File: config.mk
export PLATFORM = sky130hd
export DESIGN_NAME = ppm_power_manager
export DESIGN_NICKNAME = d
export VERILOG_FILES = /design/src/hdl/ppm_pkg.sv /design/src/hdl/ppm_sync.sv /design/src/hdl/ppm_idle_timer.sv /design/src/hdl/ppm_power_manager.sv
export SDC_FILE = /design/constraint.sdc
export NUM_CORES = 1
export LEC_CHECK = 0
export BUFFER_PORTS_ARGS = -buffer_cell sky130_fd_sc_hd__buf_2
export CAP_MARGIN = 15
export CELL_PAD_IN_SITES_DETAIL_PLACEMENT = 1
export CELL_PAD_IN_SITES_GLOBAL_PLACEMENT = 1
export CORE_ASPECT_RATIO = 1.4
export CORE_MARGIN = 2
export CORE_UTILIZATION = 41
export CTS_CLUSTER_DIAMETER = 30
export DETAILED_ROUTE_END_ITERATION = 8
export GPL_TIMING_DRIVEN = 0
export PLACE_DENSITY_LB_ADDON = 0.08
export RECOVER_POWER = 25
export SLEW_MARGIN = 5
export SYNTH_ARGS = -nofsm -noshare
export SYNTH_HDL_FRONTEND = slang
export SYNTH_SLANG_ARGS = --single-unit
File: constraint.sdc
create_clock -name clk_sys -period 2.78 [get_ports clk_sys]
set_input_delay 0.278 -clock clk_sys [delete_from_list [all_inputs] [get_ports clk_sys]]
set_output_delay 0.278 -clock clk_sys [all_outputs]
set_load 0.01 [all_outputs]
File: src/hdl/ppm_pkg.sv
// Constants for the peripheral power manager: host offsets, bit fields, timing.
// Assumes a 100 MHz system clock and an 8-bit host port at a fixed base.
package ppm_pkg;
  // Host register offsets, low three address bits
  localparam logic [2:0] OFS_STATUS_A = 3'h0;
  localparam logic [2:0] OFS_STATUS_B = 3'h1;
  localparam logic [2:0] OFS_DRV_OUT  = 3'h2;
  localparam logic [2:0] OFS_MAIN_RATE = 3'h4;
  localparam logic [2:0] OFS_CMD_DATA = 3'h5;
  localparam logic [2:0] OFS_DIN_CFG  = 3'h7;
  // Drive output control fields
  localparam int DOR_RESET_N_BIT = 2;
  localparam int DOR_MOTOR_BIT   = 4;
  // Rate select field
  localparam int DSR_SWRESET_BIT = 7;
  // Auto power configuration fields
  localparam int APC_FLOPPY_BIT  = 0;
  localparam int APC_PAR_BIT     = 3;
  localparam int APC_SER_A_BIT   = 4;
  localparam int APC_SER_B_BIT   = 5;
  // Idle main status value
  localparam logic [7:0] MAIN_IDLE = 8'h80;
  // Extended control modes
  localparam logic [2:0] ECR_SPP   = 3'h0;
  localparam logic [2:0] ECR_BIDIR = 3'h1;
  localparam logic [2:0] ECR_EPP   = 3'h4;
  // Reset values
  localparam logic [7:0] DOR_RESET = 8'h00;
  localparam logic [7:0] DSR_RESET = 8'h02;
  localparam logic [7:0] CCR_RESET = 8'h02;
  // Idle time before floppy powerdown
  localparam int CLK_HZ        = 100_000_000;
  localparam int IDLE_MS       = 10;
  localparam int IDLE_CYCLES   = CLK_HZ / 1000 * IDLE_MS;
endpackage

File: src/hdl/ppm_sync.sv
// Three-stage synchroniser with agreement filter for pin inputs.
// Assumes inputs are asynchronous to clk_sys.
`timescale 1ns/10ps
`default_nettype none
module ppm_sync #(
  parameter int               WIDTH     = 1,
  parameter logic [WIDTH-1:0] RESET_VAL = '0
) (
  // Clock and reset
  input  wire logic             clk_sys,
  input  wire logic             nrst,
  // Data
  input  wire logic [WIDTH-1:0] pinIn,
  output logic      [WIDTH-1:0] syncOut
);
  // Elaboration check: at least one lane
  if (WIDTH < 1)
    $error("WIDTH must be positive");
  logic [WIDTH-1:0] s1_q;
  logic [WIDTH-1:0] s2_q;
  logic [WIDTH-1:0] s3_q;

  // Stage chain; only stage two reads stage one
  always_ff @(posedge clk_sys or negedge nrst)
  begin
    if (!nrst)
    begin
      s1_q <= RESET_VAL;
      s2_q <= RESET_VAL;
      s3_q <= RESET_VAL;
    end
    else
    begin
      s1_q <= pinIn;
      s2_q <= s1_q;
      s3_q <= s2_q;
    end
  end

  // Accept a change once stages two and three agree
  always_ff @(posedge clk_sys or negedge nrst)
  begin
    if (!nrst)
      syncOut <= RESET_VAL;
    else
    begin
      for (int i = 0; i < WIDTH; i++)
      begin
        if (s2_q[i] == s3_q[i])
          syncOut[i] <= s3_q[i];
      end
    end
  end
endmodule
`default_nettype wire

File: src/hdl/ppm_idle_timer.sv
// Restartable down-counter flagging expiry of the floppy idle period.
// Assumes restart is a same-clock pulse or level.
`timescale 1ns/10ps
`default_nettype none
module ppm_idle_timer #(
  parameter int CYCLES = 1_000_000
) (
  // Clock and reset
  input  wire logic clk_sys,
  input  wire logic nrst,
  // Control
  input  wire logic restart,
  output logic      expired
);
  localparam int CW = $clog2(CYCLES + 1);
  logic [CW-1:0] count_q;

  // Elaboration check: a zero period could never expire
  if (CYCLES < 1)
    $error("idle timer needs at least one cycle");

  // Count down, hold at zero; restart reloads
  always_ff @(posedge clk_sys or negedge nrst)
  begin
    if (!nrst)
      count_q <= '0;
    else if (restart)
      count_q <= CW'(CYCLES);
    else if (count_q != '0)
      count_q <= count_q - 1'b1;
  end

  // Expired flag registered
  always_ff @(posedge clk_sys or negedge nrst)
  begin
    if (!nrst)
      expired <= 1'b0;
    else
      expired <= !restart && (count_q == CW'(1) || (count_q == '0 && expired));
  end
endmodule
`default_nettype wire

File: src/hdl/ppm_power_manager.sv
// Peripheral power manager: host gating, PLL power, floppy/serial/parallel auto powerdown.
// Assumes a host port on clk_sys with one-cycle read/write strobes, and peripherals on clk_sys.
`timescale 1ns/10ps
`default_nettype none
module ppm_power_manager #(
  parameter int IDLE_CYCLES = ppm_pkg::IDLE_CYCLES
) (
  // Clock and reset
  input  wire logic       clk_sys,
  input  wire logic       nrst,
  // Supply monitor
  input  wire logic       supply_good,
  // Host port
  input  wire logic [2:0] hostAddr,
  input  wire logic       hostRd,
  input  wire logic       hostWr,
  input  wire logic [7:0] hostWrData,
  output logic      [7:0] hostRdData,
  output logic            hostRdValid,
  // Floppy core status
  input  wire logic [7:0] fdcStatusA,
  input  wire logic [7:0] fdcStatusB,
  input  wire logic [7:0] fdcMainStatus,
  input  wire logic [7:0] fdcDataIn,
  input  wire logic       fdcIntPending,
  input  wire logic       headUnloadDone,
  output logic            fdcDataRd,
  output logic            fdcDataWr,
  output logic      [7:0] fdcDataOut,
  output logic            fdcAsleep,
  output logic      [7:0] driveOutCtrl,
  output logic      [7:0] rateSelect,
  output logic      [7:0] configControl,
  // Floppy drive pins
  input  wire logic       read_stream_n,
  input  wire logic       write_protect_n,
  input  wire logic       track_zero_n,
  input  wire logic       index_pulse_n,
  input  wire logic       disk_changed_n,
  input  wire logic       coreMotorOn_n,
  input  wire logic       coreDriveSel_n,
  input  wire logic       coreWriteStream_n,
  input  wire logic       coreWriteGate_n,
  input  wire logic       coreStepDir_n,
  input  wire logic       coreStep_n,
  input  wire logic       coreHeadSel_n,
  input  wire logic [1:0] coreDensity,
  output logic      [4:0] driveStatusGated,
  output logic            motor_on_n,
  output logic            drive_select_n,
  output logic            write_stream_n,
  output logic            write_gate_n,
  output logic            driveOutEn,
  output logic            step_direction_n,
  output logic            step_pulse_n,
  output logic            head_select_n,
  output logic      [1:0] density_select,
  // Power configuration bits
  input  wire logic       pll_power_off_bit,
  input  wire logic       wake_power_bit,
  input  wire logic [7:0] auto_power_config,
  output logic            pllPowered,
  output logic            pllSettingBad,
  // Serial ports, index 0 = A, 1 = B
  input  wire logic [1:0] transmit_holding_empty,
  input  wire logic [1:0] txShiftEmpty,
  input  wire logic [1:0] rxFifoEmpty,
  input  wire logic [1:0] rxAwaitStart,
  input  wire logic [1:0] transmit_holding_wr,
  input  wire logic [1:0] serial_receive_line,
  input  wire logic       ring_indicate_a_n,
  input  wire logic       ring_indicate_b_n,
  output logic      [1:0] txAsleep,
  output logic      [1:0] rxAsleep,
  output logic      [1:0] ringChange,
  // Parallel port
  input  wire logic       eppEnabled,
  input  wire logic       ecpEnabled,
  input  wire logic [2:0] ecrMode,
  output logic            eppAsleep,
  output logic            ecpAsleep,
  // Wake interface pins
  input  wire logic       keyboard_line,
  input  wire logic       mouse_line,
  input  wire logic       infrared_receive,
  input  wire logic       wakeRequest,
  output logic            wake_event_out_n,
  output logic      [2:0] wakeLinesSync
);
  // Elaboration check: the timer needs a nonzero period
  if (IDLE_CYCLES < 1)
    $error("IDLE_CYCLES must be positive");
  // Pins preset to idle so reset shows no false edge; order: rd wp tr0 idx dc rxB rxA riB riA ir mouse kbd sg
  logic [12:0] pinSync;
  ppm_sync #(.WIDTH(13), .RESET_VAL(13'h1FFE)) uSync (
    .clk_sys (clk_sys),
    .nrst    (nrst),
    .pinIn   ({read_stream_n, write_protect_n, track_zero_n, index_pulse_n, disk_changed_n,
                serial_receive_line, ring_indicate_b_n, ring_indicate_a_n,
                infrared_receive, mouse_line, keyboard_line, supply_good}),
    .syncOut (pinSync)
  );
  logic       supplyGood;
  logic [1:0] rxLine, riLine;
  assign supplyGood = pinSync[0];
  assign riLine     = pinSync[5:4];
  assign rxLine     = pinSync[7:6];
  // Decode gated by supply good
  logic hostOk, rdMain, anyData, wakeWrite, rdNonWake;
  assign hostOk    = supplyGood;
  assign rdMain    = hostOk && hostRd && hostAddr == ppm_pkg::OFS_MAIN_RATE;
  assign anyData   = hostOk && (hostRd || hostWr) && hostAddr == ppm_pkg::OFS_CMD_DATA;
  // Motor or soft reset via output/rate writes wakes; plain writes do not
  assign wakeWrite = hostOk && hostWr &&
    ((hostAddr == ppm_pkg::OFS_DRV_OUT && (hostWrData[ppm_pkg::DOR_MOTOR_BIT] ||
      !hostWrData[ppm_pkg::DOR_RESET_N_BIT])) ||
     (hostAddr == ppm_pkg::OFS_MAIN_RATE && hostWrData[ppm_pkg::DSR_SWRESET_BIT]));
  assign rdNonWake = hostOk && hostRd && !rdMain && !anyData;
  // Shadow writable registers; kept during sleep and visible on wake
  always_ff @(posedge clk_sys or negedge nrst)
  begin
    if (!nrst)
    begin
      driveOutCtrl  <= ppm_pkg::DOR_RESET;
      rateSelect    <= ppm_pkg::DSR_RESET;
      configControl <= ppm_pkg::CCR_RESET;
    end
    else if (hostOk && hostWr)
    begin
      case (hostAddr)
        ppm_pkg::OFS_DRV_OUT:   driveOutCtrl  <= hostWrData;
        ppm_pkg::OFS_MAIN_RATE: rateSelect    <= hostWrData;
        ppm_pkg::OFS_DIN_CFG:   configControl <= hostWrData;
        default:                driveOutCtrl  <= driveOutCtrl;
      endcase
    end
  end
  // Read path: true status, no wake for status A/B reads; a main status read wakes
  always_ff @(posedge clk_sys or negedge nrst)
  begin
    if (!nrst)
    begin
      hostRdData  <= 8'h00;
      hostRdValid <= 1'b0;
    end
    else
    begin
      hostRdValid <= hostOk && hostRd;
      if (hostOk && hostRd)
      begin
        case (hostAddr)
          ppm_pkg::OFS_STATUS_A:  hostRdData <= fdcStatusA;
          ppm_pkg::OFS_STATUS_B:  hostRdData <= fdcStatusB;
          ppm_pkg::OFS_DRV_OUT:   hostRdData <= driveOutCtrl;
          ppm_pkg::OFS_MAIN_RATE: hostRdData <= fdcMainStatus;
          ppm_pkg::OFS_CMD_DATA:  hostRdData <= fdcDataIn;
          ppm_pkg::OFS_DIN_CFG:   hostRdData <= {!pinSync[8], 7'h00};
          default:                hostRdData <= 8'h00;
        endcase
      end
    end
  end
  // Data port strobes to the core
  always_ff @(posedge clk_sys or negedge nrst)
  begin
    if (!nrst)
    begin
      fdcDataRd  <= 1'b0;
      fdcDataWr  <= 1'b0;
      fdcDataOut <= 8'h00;
    end
    else
    begin
      fdcDataRd  <= anyData && hostRd;
      fdcDataWr  <= anyData && hostWr;
      fdcDataOut <= hostWrData;
    end
  end
  // Floppy power state machine
  typedef enum logic [2:0] {
    PPM_AWAKE  = 3'h1,
    PPM_ASLEEP = 3'h2,
    PPM_PEEK   = 3'h4
  } ppm_fdc_t;
  ppm_fdc_t fdcState_q;
  logic     wakeHit, idleOk, timerDone, autoEn;
  assign autoEn  = auto_power_config[ppm_pkg::APC_FLOPPY_BIT];
  assign wakeHit = rdMain || anyData || wakeWrite;
  // Motor bit 4 off, idle status, no interrupt, head unloaded
  assign idleOk  = !driveOutCtrl[ppm_pkg::DOR_MOTOR_BIT] && fdcMainStatus == ppm_pkg::MAIN_IDLE &&
                   !fdcIntPending && headUnloadDone;
  // Timer runs while awake; restarts on wake, activity or disable
  ppm_idle_timer #(.CYCLES(IDLE_CYCLES)) uIdle (
    .clk_sys (clk_sys),
    .nrst    (nrst),
    .restart (!autoEn || fdcState_q != PPM_AWAKE || wakeHit),
    .expired (timerDone)
  );
  always_ff @(posedge clk_sys or negedge nrst)
  begin
    if (!nrst)
      fdcState_q <= PPM_AWAKE;
    else
    begin
      case (fdcState_q)
        PPM_AWAKE:
          if (autoEn && timerDone && idleOk && !wakeHit)
            fdcState_q <= PPM_ASLEEP;
        PPM_ASLEEP:
          if (!autoEn || wakeHit)
            fdcState_q <= PPM_AWAKE;
          else if (rdNonWake || (hostOk && hostWr))
            fdcState_q <= PPM_PEEK;
        PPM_PEEK:
          // A waking access right after a peek must not be lost
          fdcState_q <= (!autoEn || wakeHit) ? PPM_AWAKE : PPM_ASLEEP;
        default:
          fdcState_q <= PPM_AWAKE;
      endcase
    end
  end
  // Sleep output; access cycle does not count as awake
  always_ff @(posedge clk_sys or negedge nrst)
  begin
    if (!nrst)
      fdcAsleep <= 1'b0;
    else
      fdcAsleep <= fdcState_q != PPM_AWAKE;
  end
  // Drive pins: float drive outputs, gate inputs; keep local-logic outputs
  always_ff @(posedge clk_sys or negedge nrst)
  begin
    if (!nrst)
    begin
      motor_on_n       <= 1'b1;
      drive_select_n   <= 1'b1;
      write_stream_n   <= 1'b1;
      write_gate_n     <= 1'b1;
      driveOutEn       <= 1'b0;
      driveStatusGated <= 5'h1F;
      step_direction_n <= 1'b1;
      step_pulse_n     <= 1'b1;
      head_select_n    <= 1'b1;
      density_select   <= 2'h0;
    end
    else
    begin
      motor_on_n       <= coreMotorOn_n;
      drive_select_n   <= coreDriveSel_n;
      write_stream_n   <= coreWriteStream_n;
      write_gate_n     <= coreWriteGate_n;
      driveOutEn       <= fdcState_q == PPM_AWAKE;
      // Inputs forced inactive so floating lines draw nothing
      driveStatusGated <= (fdcState_q == PPM_AWAKE) ?
        pinSync[12:8] : 5'h1F;
      step_direction_n <= coreStepDir_n;
      step_pulse_n     <= coreStep_n;
      head_select_n    <= coreHeadSel_n;
      density_select   <= coreDensity;
    end
  end
  // PLL power select
  always_ff @(posedge clk_sys or negedge nrst)
  begin
    if (!nrst)
    begin
      pllPowered    <= 1'b0;
      pllSettingBad <= 1'b0;
    end
    else
    begin
      pllPowered    <= !pll_power_off_bit && !wake_power_bit && supplyGood;
      pllSettingBad <= !pll_power_off_bit && (wake_power_bit || !supplyGood);
    end
  end
  // Serial auto powerdown, one lane per port
  logic [1:0] serEn, rxLinePrev_q, riPrev_q;
  assign serEn = {auto_power_config[ppm_pkg::APC_SER_B_BIT], auto_power_config[ppm_pkg::APC_SER_A_BIT]};
  always_ff @(posedge clk_sys or negedge nrst)
  begin
    if (!nrst)
    begin
      txAsleep     <= 2'h0;
      rxAsleep     <= 2'h0;
      rxLinePrev_q <= 2'h3;
      riPrev_q     <= 2'h3;
      ringChange   <= 2'h0;
    end
    else
    begin
      rxLinePrev_q <= rxLine;
      riPrev_q     <= riLine;
      ringChange   <= riLine ^ riPrev_q;
      for (int p = 0; p < 2; p++)
      begin
        // Wake wins over sleep in the same cycle
        if (!serEn[p] || transmit_holding_wr[p])
          txAsleep[p] <= 1'b0;
        else if (transmit_holding_empty[p] && txShiftEmpty[p])
          txAsleep[p] <= 1'b1;
        if (!serEn[p] || rxLine[p] != rxLinePrev_q[p])
          rxAsleep[p] <= 1'b0;
        else if (rxFifoEmpty[p] && rxAwaitStart[p])
          rxAsleep[p] <= 1'b1;
      end
    end
  end
  // Parallel port: recomputed every cycle so mode changes take effect at once
  logic parEn;
  assign parEn = auto_power_config[ppm_pkg::APC_PAR_BIT];
  always_ff @(posedge clk_sys or negedge nrst)
  begin
    if (!nrst)
    begin
      eppAsleep <= 1'b0;
      ecpAsleep <= 1'b0;
    end
    else
    begin
      eppAsleep <= parEn && (!eppEnabled || (ecpEnabled && ecrMode != ppm_pkg::ECR_EPP));
      ecpAsleep <= parEn && (!ecpEnabled || ecrMode == ppm_pkg::ECR_SPP ||
                   ecrMode == ppm_pkg::ECR_BIDIR || ecrMode == ppm_pkg::ECR_EPP);
    end
  end
  // Wake pins stay live regardless of supply good
  always_ff @(posedge clk_sys or negedge nrst)
  begin
    if (!nrst)
    begin
      wake_event_out_n <= 1'b1;
      wakeLinesSync    <= 3'h7;
    end
    else
    begin
      wake_event_out_n <= !wakeRequest;
      wakeLinesSync    <= pinSync[3:1];
    end
  end
endmodule
`default_nettype wire

* Word level (Yosys, flattened, before mapping)
Index checks and enable logic that the tools add are counted.
** Cells by class
- Reduce and logical (&&, ||, !) cells :: 79
- Add/subtract/negate cells :: 1
- Equal/unequal tests :: 31
- Mux-type cells :: 17
- Bitwise operators :: 1
** Operators by type and width (count)
- $pmux W8 S6 :: 1
- $mux W20 :: 2
- $logic_and A1 B1 Y1 :: 30
- $eq A20 B1 Y1 const B :: 1
- $logic_not A20 Y1 :: 1
- $reduce_bool A20 Y1 :: 1
- $sub A20 B1 Y20 const B :: 1
- $logic_or A1 B1 Y1 :: 19
- $logic_not A1 Y1 :: 17
- $eq A3 B3 Y1 const B :: 5
- $eq A1 B1 Y1 :: 13
- $reduce_bool A2 Y1 :: 5
- $eq A3 B1 Y1 const B :: 3
- $mux W3 :: 3
- $pmux W3 S3 :: 1
- $eq A8 B8 Y1 const B :: 1
- $mux W1 :: 8
- $reduce_and A2 Y1 :: 4
- $eq A3 B2 Y1 const B :: 2
- $logic_not A3 Y1 :: 2
- $ne A3 B3 Y1 const B :: 2
- $mux W5 :: 1
- $ne A3 B1 Y1 const B :: 1
- $mux W2 :: 1
- 3 further kinds :: 4
** Storage, ports and cells
- Input bits :: 97
- Output and inout bits :: 73
- Register bits :: 153
- Word-level logic and storage cells :: 180

* Longest topological paths before layout
- Depth after elaboration :: 10
- Mapped depth :: 8
- Depth with buffers taken out :: 6

* By module
A second synthesis with hierarchy kept.
** Unflattened totals
- Cell total of the unflattened synthesis :: 421
- Area, all modules :: 5884.4 µm²
** By module, submodules not included
- ppm_power_manager :: sequential area each 2030.7 µm², area an instance 3131.8 µm², times used 1, cells an instance 225
- ppm_sync :: sequential area each 1361.3 µm², area an instance 1507.7 µm², times used 1, cells an instance 65
- ppm_idle_timer :: sequential area each 525.5 µm², area an instance 1244.9 µm², times used 1, cells an instance 131

* Worst setup path after synthesis
OpenSTA, ideal clock, no wires.
- Path kind :: reg-to-reg
- Start point :: register uIdle.count_q[0]
- End point :: register uIdle.count_q[10]
- Required time :: 2.705 ns
- Path buffers :: 0
- Period minus slack after synthesis :: 1.943 ns
- Slack :: 0.837 ns
- Cell stages (with the launch flop) :: 7
- Arrival :: 1.869 ns
- Path through :: dfrtp_1 inv_1 ha_1 nor3b_1 nand2_1 or4b_2 a21oi_2
** Between the ends
- Longest elaborated chain between the ends :: 3
** RTL lines
- start, declared :: line ppm_idle_timer.sv:16 : logic [CW-1:0] count_q;
- start signal, assigned :: line ppm_idle_timer.sv:28 : count_q <= CW'(CYCLES);
- start signal, assigned :: line ppm_idle_timer.sv:30 : count_q <= count_q - 1'b1;
- $sub A20 B1 Y20 :: line ppm_idle_timer.sv:30
- $mux W20 :: line ppm_idle_timer.sv:29 : else if (count_q != '0)
- $mux W20 :: line ppm_idle_timer.sv:27 : else if (restart)
Parallel ways exist; a longest one is shown, timed or not. The select of a mux whose other input is x is not followed.
A chain may end at the register's enable or synchronous reset.

* Final worst setup path
- Start point :: register fdcState_q[0]
- End point :: register uIdle.count_q[1]
** Between the ends
- Longest elaborated chain between the ends :: 4
** RTL lines
- start, declared :: line ppm_power_manager.sv:185 : ppm_fdc_t fdcState_q;
- start signal, assigned :: line ppm_power_manager.sv:216 : fdcState_q <= (!autoEn || wakeHit) ? PPM_AWAKE : PPM_ASLEEP;
- $ne A3 B1 Y1 (*) :: line ppm_power_manager.sv:196 : .restart (!autoEn || fdcState_q != PPM_AWAKE || wakeHit),
- $logic_or A1 B1 Y1 (*) (2 in series) :: line ppm_power_manager.sv:196
- $mux W20 / $reduce_bool A2 Y1 (equally long branches)
Mark *: on every way between the ends. The rest lies on a longest branch, timed or not.

==> impl_metrics.yaml <==
logic_synthesis:
  post_synth_inst_count: 438
  syn_area_um2: 5968
  synth-edff-count: 0
  synth_compound_gate_area_share_pct: 8.763
  synthesized_area_per_cell_um2: 13.63
  async_reset_ff_share_pct: 100.0
  share_of_synthesized_cell_area_in_full_adder_half_adder_and_majority_cells_pct: 2.809
  synth.yosys.seq_area_share_pct: 65.64
  post_synth_mux_area_share_pct: 6.960
  synthXorXnorAreaFrac_pct: 0.5870
  combinational_family_with_the_most_area_after_synthesis: "simple AND/OR/NAND/NOR gates"
  area_fraction_in_and_or_nand_and_nor_cells_after_synthesis_pct: 13.38
  yosysUniqueCellTypes: 63
  number_of_flip_flops_and_latches_in_the_synthesized_netlist: 153
  synth-main-ff-cell: "dfrtp_1"
  synth_fp_nets: 538
  yosys_warnings: 0
clocking:
  h-tree-depth: 4
  cts_root_buffer: "clkbuf_16"
  post_cts_resized: 0
  numCtsBuffers: 17
  clock_sinks: 153
  cts_tree: "built"
  clk-insertion-delay-late_ns: 0.42
  clkTransAtPathRegs_ns: 0.06
  post-cts-setup-buffer-count: 0
  ctsLongestPathBuffers: 2
  cts.hold.buffers_added: 29
detailed_routing:
  drt_drc_violations_left: 0
  topRoutingLayerUsed: "met4"
  met1_length_um: 5762
  drt_iter0_markers: 131
  drt-pass1-iter-count: 5
  viasPerCell: 5.120
  num_vias: 4383
  routed_wire_length_per_instance_um: 17.68
  detailroute.wirelength.met2_um: 8452
  amount_of_wire_on_met3_after_detailed_routing_um: 620
  drt_wl_total_um: 15130
  detail-route-antenna-nets: 0
place:
  gp_congestion: 0.8036
  placedInstanceArea_um2: 7064
  hpwl_um: 10910
  portBuffers: 165
  placed_cells_incl_taps: 793
  dp_worst_setup_slack_ns: 0.4223
cells_and_area:
  final_cell_count_no_fill: 856
  fillerInstances: 1507
  utilization_pct: 54.93
  area_growth_pct: 32.35
  nets: 752
  ff_latch_area_um2: 3918
  multi_input_area_um2: 1939
  final_layout_size_suffix_gt1_share_pct: 42.86
  fin_area_um2: 7899
setup_path:
  rr_startpoint: "fdcState_q[0]"
  reg2reg_slack_ns: 0.46
  cp_capture_type: "flop"
  crit_path_start_kind: "flop"
  timing.rr.end: "uIdle.count_q[1]"
  startpoint: "fdcState_q[0]"
  ff2ff_path_depth: 5
  critical_path_required_ns: 3.09
  timing.critical_path.arrival_ns: 2.62
  highest_net_fanout_along_the_worst_path: 10
  setup.worst_path.end: "uIdle.count_q[1]"
  critical_path_class: "flop to flop"
power_and_ir_drop:
  share_seq_of_total_power_pct: 47.4
  share_clk_of_total_power_pct: 38.6
  static_power_due_to_leakage_nw: 3.495
  p_sw_mw: 1.539
  fin_total_pwr_mw: 5.599
  internal_power_mw: 4.060
  swShare_pct: 27.49
  pwr-share-comb_pct: 14.0
  power.ir.vdd_worst_uv: 469.3
  pd_cells_nw_per_um2: 708.8
run_status:
  failed_checks: "capacitance limit, slew limit"
  outcome: "finished, violations left"
global_route:
  grt_antenna_before_repair: 2
  overflow: 0
  overall_fraction_of_global_route_tracks_in_use_pct: 20.59
  grt_pass1_wl_um: 24720
  largest_net_degree_at_the_start_of_global_routing: 91
  grt_pass1_vias: 4951
sta:
  setup_viol: 0
  finalCriticalPeriod_ns: 2.315
  hold_ws_ns: 0.03157
  maxClockFrequency_mhz: 431.9
  post-route-worst-setup-slack_ns: 0.4646
  slew-limit-headroom_pct: -8.153
  grt_setup_unrepaired: "no"
  finalCritPeriodShare_pct: 83.29
  clock_skew_ns: 0.006977
  tightest_slew_ns: 1.622
  final.setup.tns_ns: 0
  hold_viol: 0
  maxSlewViolCount: 64
die:
  design.portCount: 170
  die_footprint_um2: 15550
  die_x_um: 106.0
  std_cell_rows: 52
  floorplan.core_area_um2: 14380
  die_height_um: 146.8
  start_util_pct: 41.51
worst_hold_path:
  worstHoldPathType: "input pin to flop"
job:
  max_cap_viol_count: 1
[cell families (layout without fill, tap and decap cells)]
kind of cell             Yosys count  in the layout
AND/OR/NAND/NOR                  128            128
multiplexers                      38             38
flip-flops                       153            153
buffers and inverters             22            249
adder cells (fa/ha/maj)           16             16
XOR/XNOR                           4              4
other                              0              2
AO/OA/AOI/OAI                     77             77
[cell usage in the layout, fill, tap and decap left out, types with 3 or more instances in the layout]
cell	netlist	final
maj3_1	13	13
or3_1	4	4
mux2_2	28	28
nand2b_1	10	10
inv_8	0	5
nor2_1	14	14
buf_2	4	157
nand4_1	4	4
clkbuf_16	0	17
a222oi_1	3	3
a21oi_1	16	16
clkbuf_1	8	19
dfstp_2	71	48
o31ai_1	9	9
nand3_1	10	10
dlygate4sd3_1	0	29
or4_1	12	12
dfstp_1	0	23
a21boi_0	4	4
and3_1	4	4
dfrtp_1	82	82
nor2b_1	7	7
inv_6	0	3
nand3b_1	3	3
clkinv_4	0	3
nor4_2	4	4
ha_1	3	3
nand2_1	26	26
a22o_1	3	3
mux2i_1	10	10
o2bb2ai_1	4	4
nor3b_1	7	7
inv_1	8	8
nor3_1	3	3
o21ai_0	17	17
[synthesized netlist by cell type (all sizes together) (7+ instances only)]
cell / count / area share, %
dfstp: 71 / 31
o31ai: 9 / 1.1
clkbuf: 8 / 0.50
nand3: 10 / 0.84
mux2: 28 / 5.3
nand2: 26 / 1.6
mux2i: 10 / 1.7
inv: 8 / 0.50
nor3b: 8 / 1.1
nor2b: 7 / 0.73
o21ai: 18 / 1.5
dfrtp: 82 / 34
or4: 14 / 1.9
nor2: 14 / 0.88
maj3: 13 / 2.2
a21oi: 18 / 1.6
nand2b: 10 / 1.0
[how the worst min path moves through the flow]
stage,start,end,cells past startpoint
2_1_floorplan,nrst,configControl[0],0
3_3_place_gp,uSync.s1_q[0],uSync.s2_q[0],0
3_5_place_dp,nrst,txAsleep[1],1
4_1_cts,hostWrData[5],fdcDataOut[5],1
5_1_grt,pll_power_off_bit,pllSettingBad,2
6_report,pll_power_off_bit,pllSettingBad,2
[final cells by class]
type | instances | area share (%)
buffer | 14 | 1.030
tap | 189 | 2.994
antenna | 2 | 0.06336
clock buffer | 17 | 5.386
timing repair buffer | 195 | 14.30
sequential | 153 | 49.60
clock inverter | 15 | 1.695
inverter | 8 | 0.3802
multi-input combinational | 263 | 24.55
[state kept, by name, summed over array words and instances (netlist names), 2 cells and up]
signal	count
configControl	8
density_select	2
driveOutCtrl	8
driveStatusGated	5
fdcDataOut	8
fdcState_q	3
hostRdData	8
rateSelect	8
riPrev_q	2
ringChange	2
rxAsleep	2
rxLinePrev_q	2
txAsleep	2
uIdle.count_q	20
uSync.s1_q	13
uSync.s2_q	13
uSync.s3_q	13
uSync.syncOut	13
wakeLinesSync	3
[metal layers]
metal  track usage [%]  up-vias
met1             22.08     2230
met4             8.092        0
met5                 0        -
li1                  -     2028
met2             38.26      107
met3             5.280       18
[power groups by stage]
stage,clock [mW],combinational [mW],sequential [mW]
final,2.16,0.783,2.65
after global routing,2.31,0.860,2.69
after CTS,2.23,0.800,2.67
after detailed placement,0,0.762,2.70
after global placement,0,0.734,2.69
after floorplan,0,0.310,2.75
[critical path, stage by stage, from the launching register on]
cell and delay (ns):
dfstp_2 0.55, nor3b_2 0.58, o211a_1 0.32, nand3_1 0.13, clkbuf_1 0.31, a311oi_1 0.32
(Power assumes the default switching activity.)
